**src/core/ddr3_wl_defs.svh**
```systemverilog
// Constants for the memory-side leveling and initialization tracker
`ifndef DDR3_WL_DEFS_SVH
`define DDR3_WL_DEFS_SVH

// ==========================================================
// Register map (byte addresses on the plain register port)
`define OFF_CTRL 8'h00
`define OFF_STATUS 8'h04
`define OFF_DLLCNT 8'h08
// Control field: feedback delay in core cycles
`define CTRL_WLO_LSB 0
`define CTRL_WLO_MSB 3
// Status bit positions
`define ST_LEVEL_BIT 0
`define ST_QOFF_BIT 1
`define ST_DLLOK_BIT 2
`define ST_DQDRV_BIT 3
`define ST_PRIME_LSB 4

// ==========================================================
// Mode register command fields
`define BA_MR0 3'h0
`define BA_MR1 3'h1
`define MR1_LEVEL_BIT 7
`define MR1_QOFF_BIT 12
`define MR0_DLLRST_BIT 8

// ==========================================================
// Timing: lock time and mode-set delay counted in memory clocks
`define DLLK_CK 10'd512
`define TMOD_CK 4'd12
// Feedback delay as a time, and the core period it is counted in
`define WLO_NS 9
`define CORE_NS 10
`define WLO_CYC ((`WLO_NS + `CORE_NS - 1) / `CORE_NS)

`endif

```
**src/core/ddr3_wl_pkg.sv**
```systemverilog
// Types shared by the leveling tracker modules
package ddr3_wl_pkg;
    // Leveling mode of the rank
    typedef enum logic [1:0] {
        ST_NORMAL,
        ST_LEVEL,
        ST_EXIT
    } wl_state_e;
endpackage

```
**src/core/pin_sync_if.sv**
```systemverilog
// Synchronised pin levels and edges passed from the pin stage to the core
`timescale 1ns/10ps
`default_nettype none
interface pin_sync_if #(parameter int LANES = 2);
    logic ck_lvl;              // Memory clock level, synchronised
    logic ck_rise;             // One-cycle pulse on memory clock rise
    logic [LANES-1:0] dqs_rise; // One-cycle pulse per strobe rise
    logic mem_rst_n;           // Memory reset pin, synchronised
    logic cke;                 // Clock enable pin, synchronised
    logic cmd_mrs;             // Mode-set command decode level
    logic [2:0] ba;            // Bank address pins
    logic [12:0] addr;         // Address pins
    modport sync (output ck_lvl, ck_rise, dqs_rise, mem_rst_n, cke, cmd_mrs, ba, addr);
    modport core (input ck_lvl, ck_rise, dqs_rise, mem_rst_n, cke, cmd_mrs, ba, addr);
endinterface
`default_nettype wire

```
**src/core/pin_sync.sv**
```systemverilog
// Two-stage synchronisers for all memory pins, edge finders for the clock and strobes
`timescale 1ns/10ps
`default_nettype none
module pin_sync
    import ddr3_wl_pkg::*;
#(
    parameter int LANES = 2
) (
    // Clock and reset
    input wire logic core_clk,
    input wire logic rstn,
    // Raw pins
    input wire logic ck,
    input wire logic [LANES-1:0] dqs,
    input wire logic reset_n,
    input wire logic cke,
    input wire logic cs_n,
    input wire logic ras_n,
    input wire logic cas_n,
    input wire logic we_n,
    input wire logic [2:0] ba,
    input wire logic [12:0] addr,
    // Synchronised side
    pin_sync_if.sync sif
);
    // Strobes, clock, reset, enable, four command pins, bank and address
    localparam int W = LANES + 23;

    // ==========================================================
    // Synchroniser chain per pin bit
    logic [W-1:0] raw;   // Packed pin bundle
    logic [W-1:0] s1_r;  // First stage, read only by s2_r
    logic [W-1:0] s2_r;  // Stable synchronised level
    logic [W-1:0] s3_r;  // Delayed copy for edge finding
    logic [W-1:0] s1_nxt;
    logic [W-1:0] s2_nxt;
    logic [W-1:0] s3_nxt;

    assign raw = {dqs, ck, reset_n, cke, cs_n, ras_n, cas_n, we_n, ba, addr};

    genvar gi;
    generate
        for (gi = 0; gi < W; gi++) begin : g_bit
            // Next values: plain shift
            always_comb begin
                s1_nxt[gi] = raw[gi];
                s2_nxt[gi] = s1_r[gi];
                s3_nxt[gi] = s2_r[gi];
            end
            // Registers only
            always_ff @(posedge core_clk or negedge rstn) begin
                if (!rstn) begin
                    s1_r[gi] <= 1'b0;
                    s2_r[gi] <= 1'b0;
                    s3_r[gi] <= 1'b0;
                end else begin
                    s1_r[gi] <= s1_nxt[gi];
                    s2_r[gi] <= s2_nxt[gi];
                    s3_r[gi] <= s3_nxt[gi];
                end
            end
        end
    endgenerate

    // ==========================================================
    // Edges and decode only from the second stage onward
    assign sif.addr = s2_r[12:0];
    assign sif.ba = s2_r[15:13];
    // Mode-set: select, row, column and write strobes all low
    assign sif.cmd_mrs = (s2_r[19:16] == 4'h0);
    assign sif.cke = s2_r[20];
    assign sif.mem_rst_n = s2_r[21];
    assign sif.ck_lvl = s2_r[22];
    assign sif.ck_rise = s2_r[22] & ~s3_r[22];
    assign sif.dqs_rise = s2_r[W-1:23] & ~s3_r[W-1:23];
endmodule
`default_nettype wire

```
**src/core/ddr3_wl_core.sv**
```systemverilog
// Memory-side write leveling feedback, mode tracking and DLL lock timing
//
// The implementer's own choices: the plain strobed port and the placing of the registers.
`timescale 1ns/10ps
`default_nettype none
`include "ddr3_wl_defs.svh"
module ddr3_wl_core
    import ddr3_wl_pkg::*;
#(
    parameter int DQ_W = 16
) (
    // Core clock and reset
    input wire logic core_clk,
    input wire logic rstn,
    // Memory pins from the controller
    input wire logic ck,
    input wire logic [DQ_W/8-1:0] dqs,
    input wire logic reset_n,
    input wire logic cke,
    input wire logic cs_n,
    input wire logic ras_n,
    input wire logic cas_n,
    input wire logic we_n,
    input wire logic [2:0] ba,
    input wire logic [12:0] addr,
    // Data pins toward the controller
    output logic [DQ_W-1:0] dq_out,
    output logic [DQ_W-1:0] dq_oe,
    // Register port
    input wire logic [7:0] reg_addr,
    input wire logic [31:0] reg_wdata,
    input wire logic reg_wr,
    input wire logic reg_rd,
    output logic [31:0] reg_rdata
);
    localparam int LANES = DQ_W / 8;

    // ==========================================================
    // Pin synchronisation
    pin_sync_if #(.LANES(LANES)) sif ();

    pin_sync #(.LANES(LANES)) u_sync (
        .core_clk(core_clk),
        .rstn(rstn),
        .ck(ck),
        .dqs(dqs),
        .reset_n(reset_n),
        .cke(cke),
        .cs_n(cs_n),
        .ras_n(ras_n),
        .cas_n(cas_n),
        .we_n(we_n),
        .ba(ba),
        .addr(addr),
        .sif(sif)
    );

    // ==========================================================
    // Mode tracking, DLL lock and exit timing
    wl_state_e state_r, state_nxt;   // Leveling mode
    logic qoff_r, qoff_nxt;          // Outputs disabled in this rank
    logic [9:0] dll_cnt_r, dll_cnt_nxt; // Clocks since DLL reset
    logic dll_ok_r, dll_ok_nxt;      // DLL locked
    logic [3:0] tmod_r, tmod_nxt;    // Clocks since leveling-off command
    logic mrs_ev;                    // Mode-set taken on a clock rise

    // Commands count only on a rising memory clock with enable high
    assign mrs_ev = sif.ck_rise & sif.cke & sif.cmd_mrs;

    // Next-state for mode tracking
    always_comb begin
        state_nxt = state_r;
        qoff_nxt = qoff_r;
        dll_cnt_nxt = dll_cnt_r;
        dll_ok_nxt = dll_ok_r;
        tmod_nxt = tmod_r;
        if (!sif.mem_rst_n) begin
            // Memory reset clears all tracked modes
            state_nxt = ST_NORMAL;
            qoff_nxt = 1'b0;
            dll_cnt_nxt = 10'h000;
            dll_ok_nxt = 1'b0;
            tmod_nxt = 4'h0;
        end else begin
            // Lock count advances on memory clock rises only
            if (sif.ck_rise && !dll_ok_r && dll_cnt_r != 10'h000) begin
                dll_cnt_nxt = dll_cnt_r + 10'h001;
                if (dll_cnt_r == `DLLK_CK - 10'h001) begin
                    dll_ok_nxt = 1'b1;
                end
            end
            // Exit hold ends a mode-set delay after the exit command
            if (state_r == ST_EXIT && sif.ck_rise) begin
                tmod_nxt = tmod_r + 4'h1;
                if (tmod_r == `TMOD_CK - 4'h1) begin
                    state_nxt = ST_NORMAL;
                end
            end
            if (mrs_ev && sif.ba == `BA_MR1) begin
                // Leveling bit and output-off bit of mode register one
                qoff_nxt = sif.addr[`MR1_QOFF_BIT];
                if (sif.addr[`MR1_LEVEL_BIT]) begin
                    state_nxt = ST_LEVEL;
                end else if (state_r == ST_LEVEL) begin
                    state_nxt = ST_EXIT;
                    tmod_nxt = 4'h0;
                end
            end
            if (mrs_ev && sif.ba == `BA_MR0 && sif.addr[`MR0_DLLRST_BIT]) begin
                // A DLL reset restarts the lock time from one
                dll_cnt_nxt = 10'h001;
                dll_ok_nxt = 1'b0;
            end
        end
    end

    // Registers for mode tracking
    always_ff @(posedge core_clk or negedge rstn) begin
        if (!rstn) begin
            state_r <= ST_NORMAL;
            qoff_r <= 1'b0;
            dll_cnt_r <= 10'h000;
            dll_ok_r <= 1'b0;
            tmod_r <= 4'h0;
        end else begin
            state_r <= state_nxt;
            qoff_r <= qoff_nxt;
            dll_cnt_r <= dll_cnt_nxt;
            dll_ok_r <= dll_ok_nxt;
            tmod_r <= tmod_nxt;
        end
    end

    // ==========================================================
    // Data pin drive
    logic drv;       // Data pins driven in this rank
    logic fb_on;     // Strobe feedback accepted
    logic [3:0] wlo_r, wlo_nxt; // Feedback delay in core cycles

    // Driving spans leveling and its exit hold; undefined data shows as low
    assign drv = (state_r != ST_NORMAL) & ~qoff_r;
    assign fb_on = (state_r == ST_LEVEL) & ~qoff_r;

    logic [LANES-1:0] pend_r, pend_nxt;   // Clock level caught per lane
    logic [LANES-1:0] prime_r, prime_nxt; // Level shown on prime pin
    logic [LANES-1:0][3:0] cnt_r, cnt_nxt; // Delay countdown per lane
    logic [DQ_W-1:0] oe_r, oe_nxt;        // Output enables

    genvar gl;
    generate
        for (gl = 0; gl < LANES; gl++) begin : g_lane
            // Strobe is only an input: its rise samples the clock level
            always_comb begin
                pend_nxt[gl] = pend_r[gl];
                prime_nxt[gl] = prime_r[gl];
                cnt_nxt[gl] = cnt_r[gl];
                if (!fb_on) begin
                    cnt_nxt[gl] = 4'h0;
                    prime_nxt[gl] = drv & prime_r[gl];
                end else if (sif.dqs_rise[gl]) begin
                    pend_nxt[gl] = sif.ck_lvl;
                    // A zero delay setting still takes one cycle
                    cnt_nxt[gl] = (wlo_r == 4'h0) ? 4'h1 : wlo_r;
                end else if (cnt_r[gl] == 4'h1) begin
                    prime_nxt[gl] = pend_r[gl];
                    cnt_nxt[gl] = 4'h0;
                end else if (cnt_r[gl] != 4'h0) begin
                    cnt_nxt[gl] = cnt_r[gl] - 4'h1;
                end
            end
            always_ff @(posedge core_clk or negedge rstn) begin
                if (!rstn) begin
                    pend_r[gl] <= 1'b0;
                    prime_r[gl] <= 1'b0;
                    cnt_r[gl] <= 4'h0;
                end else begin
                    pend_r[gl] <= pend_nxt[gl];
                    prime_r[gl] <= prime_nxt[gl];
                    cnt_r[gl] <= cnt_nxt[gl];
                end
            end
            // Prime pin per lane at bit zero of the byte; others stay low
            assign dq_out[gl*8] = prime_r[gl];
            assign dq_out[gl*8+7:gl*8+1] = 7'h00;
        end
    endgenerate

    // Enables: all pins together, from a flop
    always_comb begin
        oe_nxt = {DQ_W{(state_nxt != ST_NORMAL) & ~qoff_nxt}};
    end

    always_ff @(posedge core_clk or negedge rstn) begin
        if (!rstn) begin
            oe_r <= '0;
        end else begin
            oe_r <= oe_nxt;
        end
    end
    assign dq_oe = oe_r;

    // ==========================================================
    // Register port
    logic [31:0] rdata_r, rdata_nxt; // Read data, valid one cycle after strobe

    // Decode writes and reads
    always_comb begin
        wlo_nxt = wlo_r;
        rdata_nxt = 32'h0000_0000;
        if (reg_wr && reg_addr == `OFF_CTRL) begin
            wlo_nxt = reg_wdata[`CTRL_WLO_MSB:`CTRL_WLO_LSB];
        end
        if (reg_rd) begin
            unique case (reg_addr)
                `OFF_CTRL: rdata_nxt[`CTRL_WLO_MSB:`CTRL_WLO_LSB] = wlo_r;
                `OFF_STATUS: begin
                    rdata_nxt[`ST_LEVEL_BIT] = (state_r == ST_LEVEL);
                    rdata_nxt[`ST_QOFF_BIT] = qoff_r;
                    rdata_nxt[`ST_DLLOK_BIT] = dll_ok_r;
                    rdata_nxt[`ST_DQDRV_BIT] = oe_r[0];
                    rdata_nxt[`ST_PRIME_LSB +: LANES] = prime_r;
                end
                `OFF_DLLCNT: rdata_nxt[9:0] = dll_cnt_r;
                // Unmapped addresses read as zero
                default: rdata_nxt = 32'h0000_0000;
            endcase
        end
    end

    always_ff @(posedge core_clk or negedge rstn) begin
        if (!rstn) begin
            wlo_r <= 4'(`WLO_CYC);
            rdata_r <= 32'h0000_0000;
        end else begin
            wlo_r <= wlo_nxt;
            rdata_r <= rdata_nxt;
        end
    end
    assign reg_rdata = rdata_r;
endmodule
`default_nettype wire

```
**config.mk**
```make
export PLATFORM = sky130hd
export DESIGN_NAME = ddr3_wl_core
export DESIGN_NICKNAME = d
export VERILOG_FILES = /design/src/core/ddr3_wl_pkg.sv /design/src/core/pin_sync_if.sv /design/src/core/pin_sync.sv /design/src/core/ddr3_wl_core.sv
export VERILOG_INCLUDE_DIRS = /design/src /design/src/core
export SDC_FILE = /design/constraint.sdc
export NUM_CORES = 1
export LEC_CHECK = 0
export ABC_AREA = 0
export BUFFER_PORTS_ARGS = -buffer_cell sky130_fd_sc_hd__clkbuf_2
export CAP_MARGIN = 20
export CORE_UTILIZATION = 35
export CTS_CLUSTER_SIZE = 12
export DETAILED_ROUTE_END_ITERATION = 16
export SKIP_CTS_REPAIR_TIMING = 1
export SLEW_MARGIN = 0
export SYNTH_ARGS = -nofsm -noshare
export SYNTH_HDL_FRONTEND = slang
export SYNTH_HIERARCHICAL = 1
export SYNTH_SLANG_ARGS = --single-unit
```
**constraint.sdc**
```tcl
create_clock -name core_clk -period 4.1 [get_ports core_clk]
set_clock_uncertainty 0.1 [all_clocks]
set_input_delay 0 -clock core_clk [delete_from_list [all_inputs] [get_ports core_clk]]
set_output_delay 0 -clock core_clk [all_outputs]
set_load 0.01 [all_outputs]
```
==> flow_results.org <==
** Power and ir drop
- Standby leakage power :: 2.09 nW
- Total chip power :: ~1.5 mW
- Pwr Density :: 345 mW/mm2
- The worst-case IR drop observed on VDD is slightly below 0.2 mV.

** Die
- In this run the core area contains 36 standard-cell rows.
- CORE AREA :: 0.00995 mm2
- The floorplan step defined a die boundary enclosing between 0.01 and 0.015 mm2.
- During I/O placement, the number of pins put on the boundary was approximately 130.
- Vertical die dimension :: 104 um
- Starting Density :: 0.368
- The die is 104 um wide.

** Clock network
- TritonCTS built the clock tree.
- The number of clock buffers added by TritonCTS is 9.
- H-tree lvl count :: 3
- The clock passes through at most 2 buffers.
- The root buffer cell chosen for the clock tree is sky130_fd_sc_hd__clkbuf_8.
- CTS saw 78 sinks.
- Clock slew at the register clock pins of the worst setup and hold paths :: 90 ps
- Clock latency of the later-clocked register in the worst-skew pair :: 350 ps

** STA
- Setup repair after global routing left no endpoint under its margin.
- Setup-violating endpoint count in the final report :: 0
- Tmin final :: 2310 ps
- Worst slew margin relative to its limit :: 0.375
- Final total negative setup slack :: 0 ps
- Transition at the pin with the smallest max-transition slack :: 938 ps
- Final clock period utilization by the worst path :: 0.564
- Worst path setup slack after routing :: 1790 ps
- The tightest hold path in the finished design has a slack of 53.2 ps.
- Number of failing hold endpoints at the final stage :: 0
- Max-slew violation count :: 0
- Static timing analysis puts the maximum clock frequency at 0.432 GHz.

** Worst setup path
- For the worst setup path, the data required time is 4250 ps.
- At the worst endpoint, the arrival time is 2460 ps.
- Worst stage delay on the critical path :: 680 ps
- Reg2reg start :: u_sync/s2_r[19]
- Cell with the biggest individual delay on the critical path :: sky130_fd_sc_hd__o21ai_1
- The worst setup path is of the reg -> reg kind.
- Worst R2R Setup Slack :: 1790 ps
- Sequence of cells on the critical path :: nor4_2 > or3b_2 > o21ai_1 > nor3_1 > a21o_1
- In this run the worst path has a maximum fanout of 11.
- Setup crit end kind :: register
- The endpoint identified for the worst register-to-register timing path is dll_cnt_r[6].
- Reg2reg path depth :: 5
- STA classifies the critical path startpoint as a register.

** Placement
- Input and output buffers added on the ports amount to 58.
- HPWL after DPL :: 4.24 mm
- Worst setup slack before clock tree synthesis :: ~1800 ps
- At the end of routability-driven placement, the weighted congestion stood at 0.804.

** Detailed routing
- Total number of vias :: 2431
- Dividing the detail-routed wire length by the instance count gives 11.4 um.
- Using the TritonRoute via totals, the vias-per-cell ratio works out to around 4.5.
- DRT antenna net count :: 0
- Aggregate routed wire length :: 6.20 mm
- Pre-antenna DRT Iters :: 4
- The first routing iteration left 119 violations.
- For this run, design rule violations remaining after detail routing come to 0.

** Yosys
- Syn. warnings :: 6
- A synthesized cell averages 11.0 um2.
- The mapped netlist covers 0.00366 mm2.
- In the synthesized netlist, the number of instances is 334.

** Layout
- Final core utilization :: 0.431
- Fraction of final layout cells sized beyond drive strength 1 :: 0.213
- Net count of the finished layout :: between 400 and 500
- 0 antenna diodes ended up in the layout.
- Synth-to-layout area growth :: 17.1%
- Counting the fill cells in the layout gives 942.

** GRT
- For this run the aggregate overflow at the end of global routing stands at 0.
- First-pass GRT wire length :: 10.1 mm
- In the global route stage, overall resource usage came out at 0.117.
- The via count of the first global-routing pass is roughly 2200.
- Largest net degree at the start of global routing :: 79
- Initial antenna violation count :: 0

** Hold path
- Path class of the lowest-slack min-delay path :: in -> reg
- Worst min-delay path startpoint :: reg_addr[3]
- Cell count of the worst hold path :: 4
- Worst Hold Endpoint :: reg_rdata[0]

** Run status
- The flow ran to the end, and the final reports show no timing, DRC or antenna violations.

** Flow run
- Across the run, the number of max-cap violations was 0.
-- sequential cells by signal, summed over array words and instances (netlist names) --
register	count
dll_ok_r	1
dll_cnt_r	10
u_sync/s1_r	15
u_sync/sif.cke	1
u_sync/sif.ba	3
u_sync/sif.addr	3
u_sync/sif.ck_lvl	1
dq_oe	1
wlo_r	4
u_sync/s2_r	6
tmod_r	4
cnt_r	8
u_sync/s3_r	3
u_sync/sif.mem_rst_n	1
pend_r	2
reg_rdata	10
dq_out	2
state_r	2
qoff_r	1
-- power by group --
group | total, mW | switching [mW] | internal (mW) | leakage [nW]
clock network | 0.592 | 0.302 | 0.291 | 0.103
registers | 0.797 | 0.00959 | 0.787 | 1.01
logic | 0.0898 | 0.0533 | 0.0365 | 0.978
-- cell usage in the layout (no fill, tap or decap), drive strengths merged, types with 10 or more instances in the layout --
cell type	count
nand2	15
nand3	10
a21oi	10
nor2b	10
nor2	36
dfrtp	77
dlygate4sd3	28
inv	11
o21ai	11
conb	36
clkbuf	66
-- worst max-delay path: cells and delay by family (launching register included) --
kind	cells	cell delay [ps]
and+or+nand+nor	3	860
AOI/OAI and AO/OA	2	860
DFF	1	380
-- per-layer routing --
layer | routed length [um] | GRT usage
met2 | 2880 | 0.175
met5 | 0 | 0
met3 | 361 | 0.0482
met1 | 2930 | 0.152
met4 | 30 | 0.0357
-- worst max-delay path by stage --
stage | startpoint | to | slack [ps] | cells past startpoint
6_report | u_sync/s2_r[19] | dll_cnt_r[6] | 1790 | 5
5_1_grt | u_sync/sif.ck_lvl | dll_cnt_r[6] | 1690 | 5
4_1_cts | u_sync/s2_r[19] | dll_cnt_r[6] | 1760 | 5
3_5_place_dp | u_sync/s2_r[19] | dll_cnt_r[6] | 1790 | 5
3_3_place_gp | u_sync/s2_r[19] | dll_cnt_r[6] | 1800 | 5
2_1_floorplan | u_sync/s2_r[19] | dll_cnt_r[6] | 2240 | 6
-- area by class of cell --
| cell class | instances | area [um2] | share of cell area |
|---|---|---|---|
| Inverter | 7 | 26.3 | 0.00612 |
| Clock buffer | 9 | 124 | 0.0289 |
| Tap cell | 133 | 166 | 0.0388 |
| Clock inverter | 7 | 80.1 | 0.0187 |
| Sequential cell | 78 | 1950 | 0.455 |
| Timing Repair Buffer | 86 | 573 | 0.134 |
| Multi-Input combinational cell | 222 | 1370 | 0.319 |
-- per-stage QoR --
stage          cells  area, um2
2_1_floorplan    369       3800
3_3_place_gp     498       3810
3_5_place_dp     498       3810
4_1_cts          514       4010
5_1_grt          542       4290
6_report         542       4290
Power figures use the tool's default switching activity.
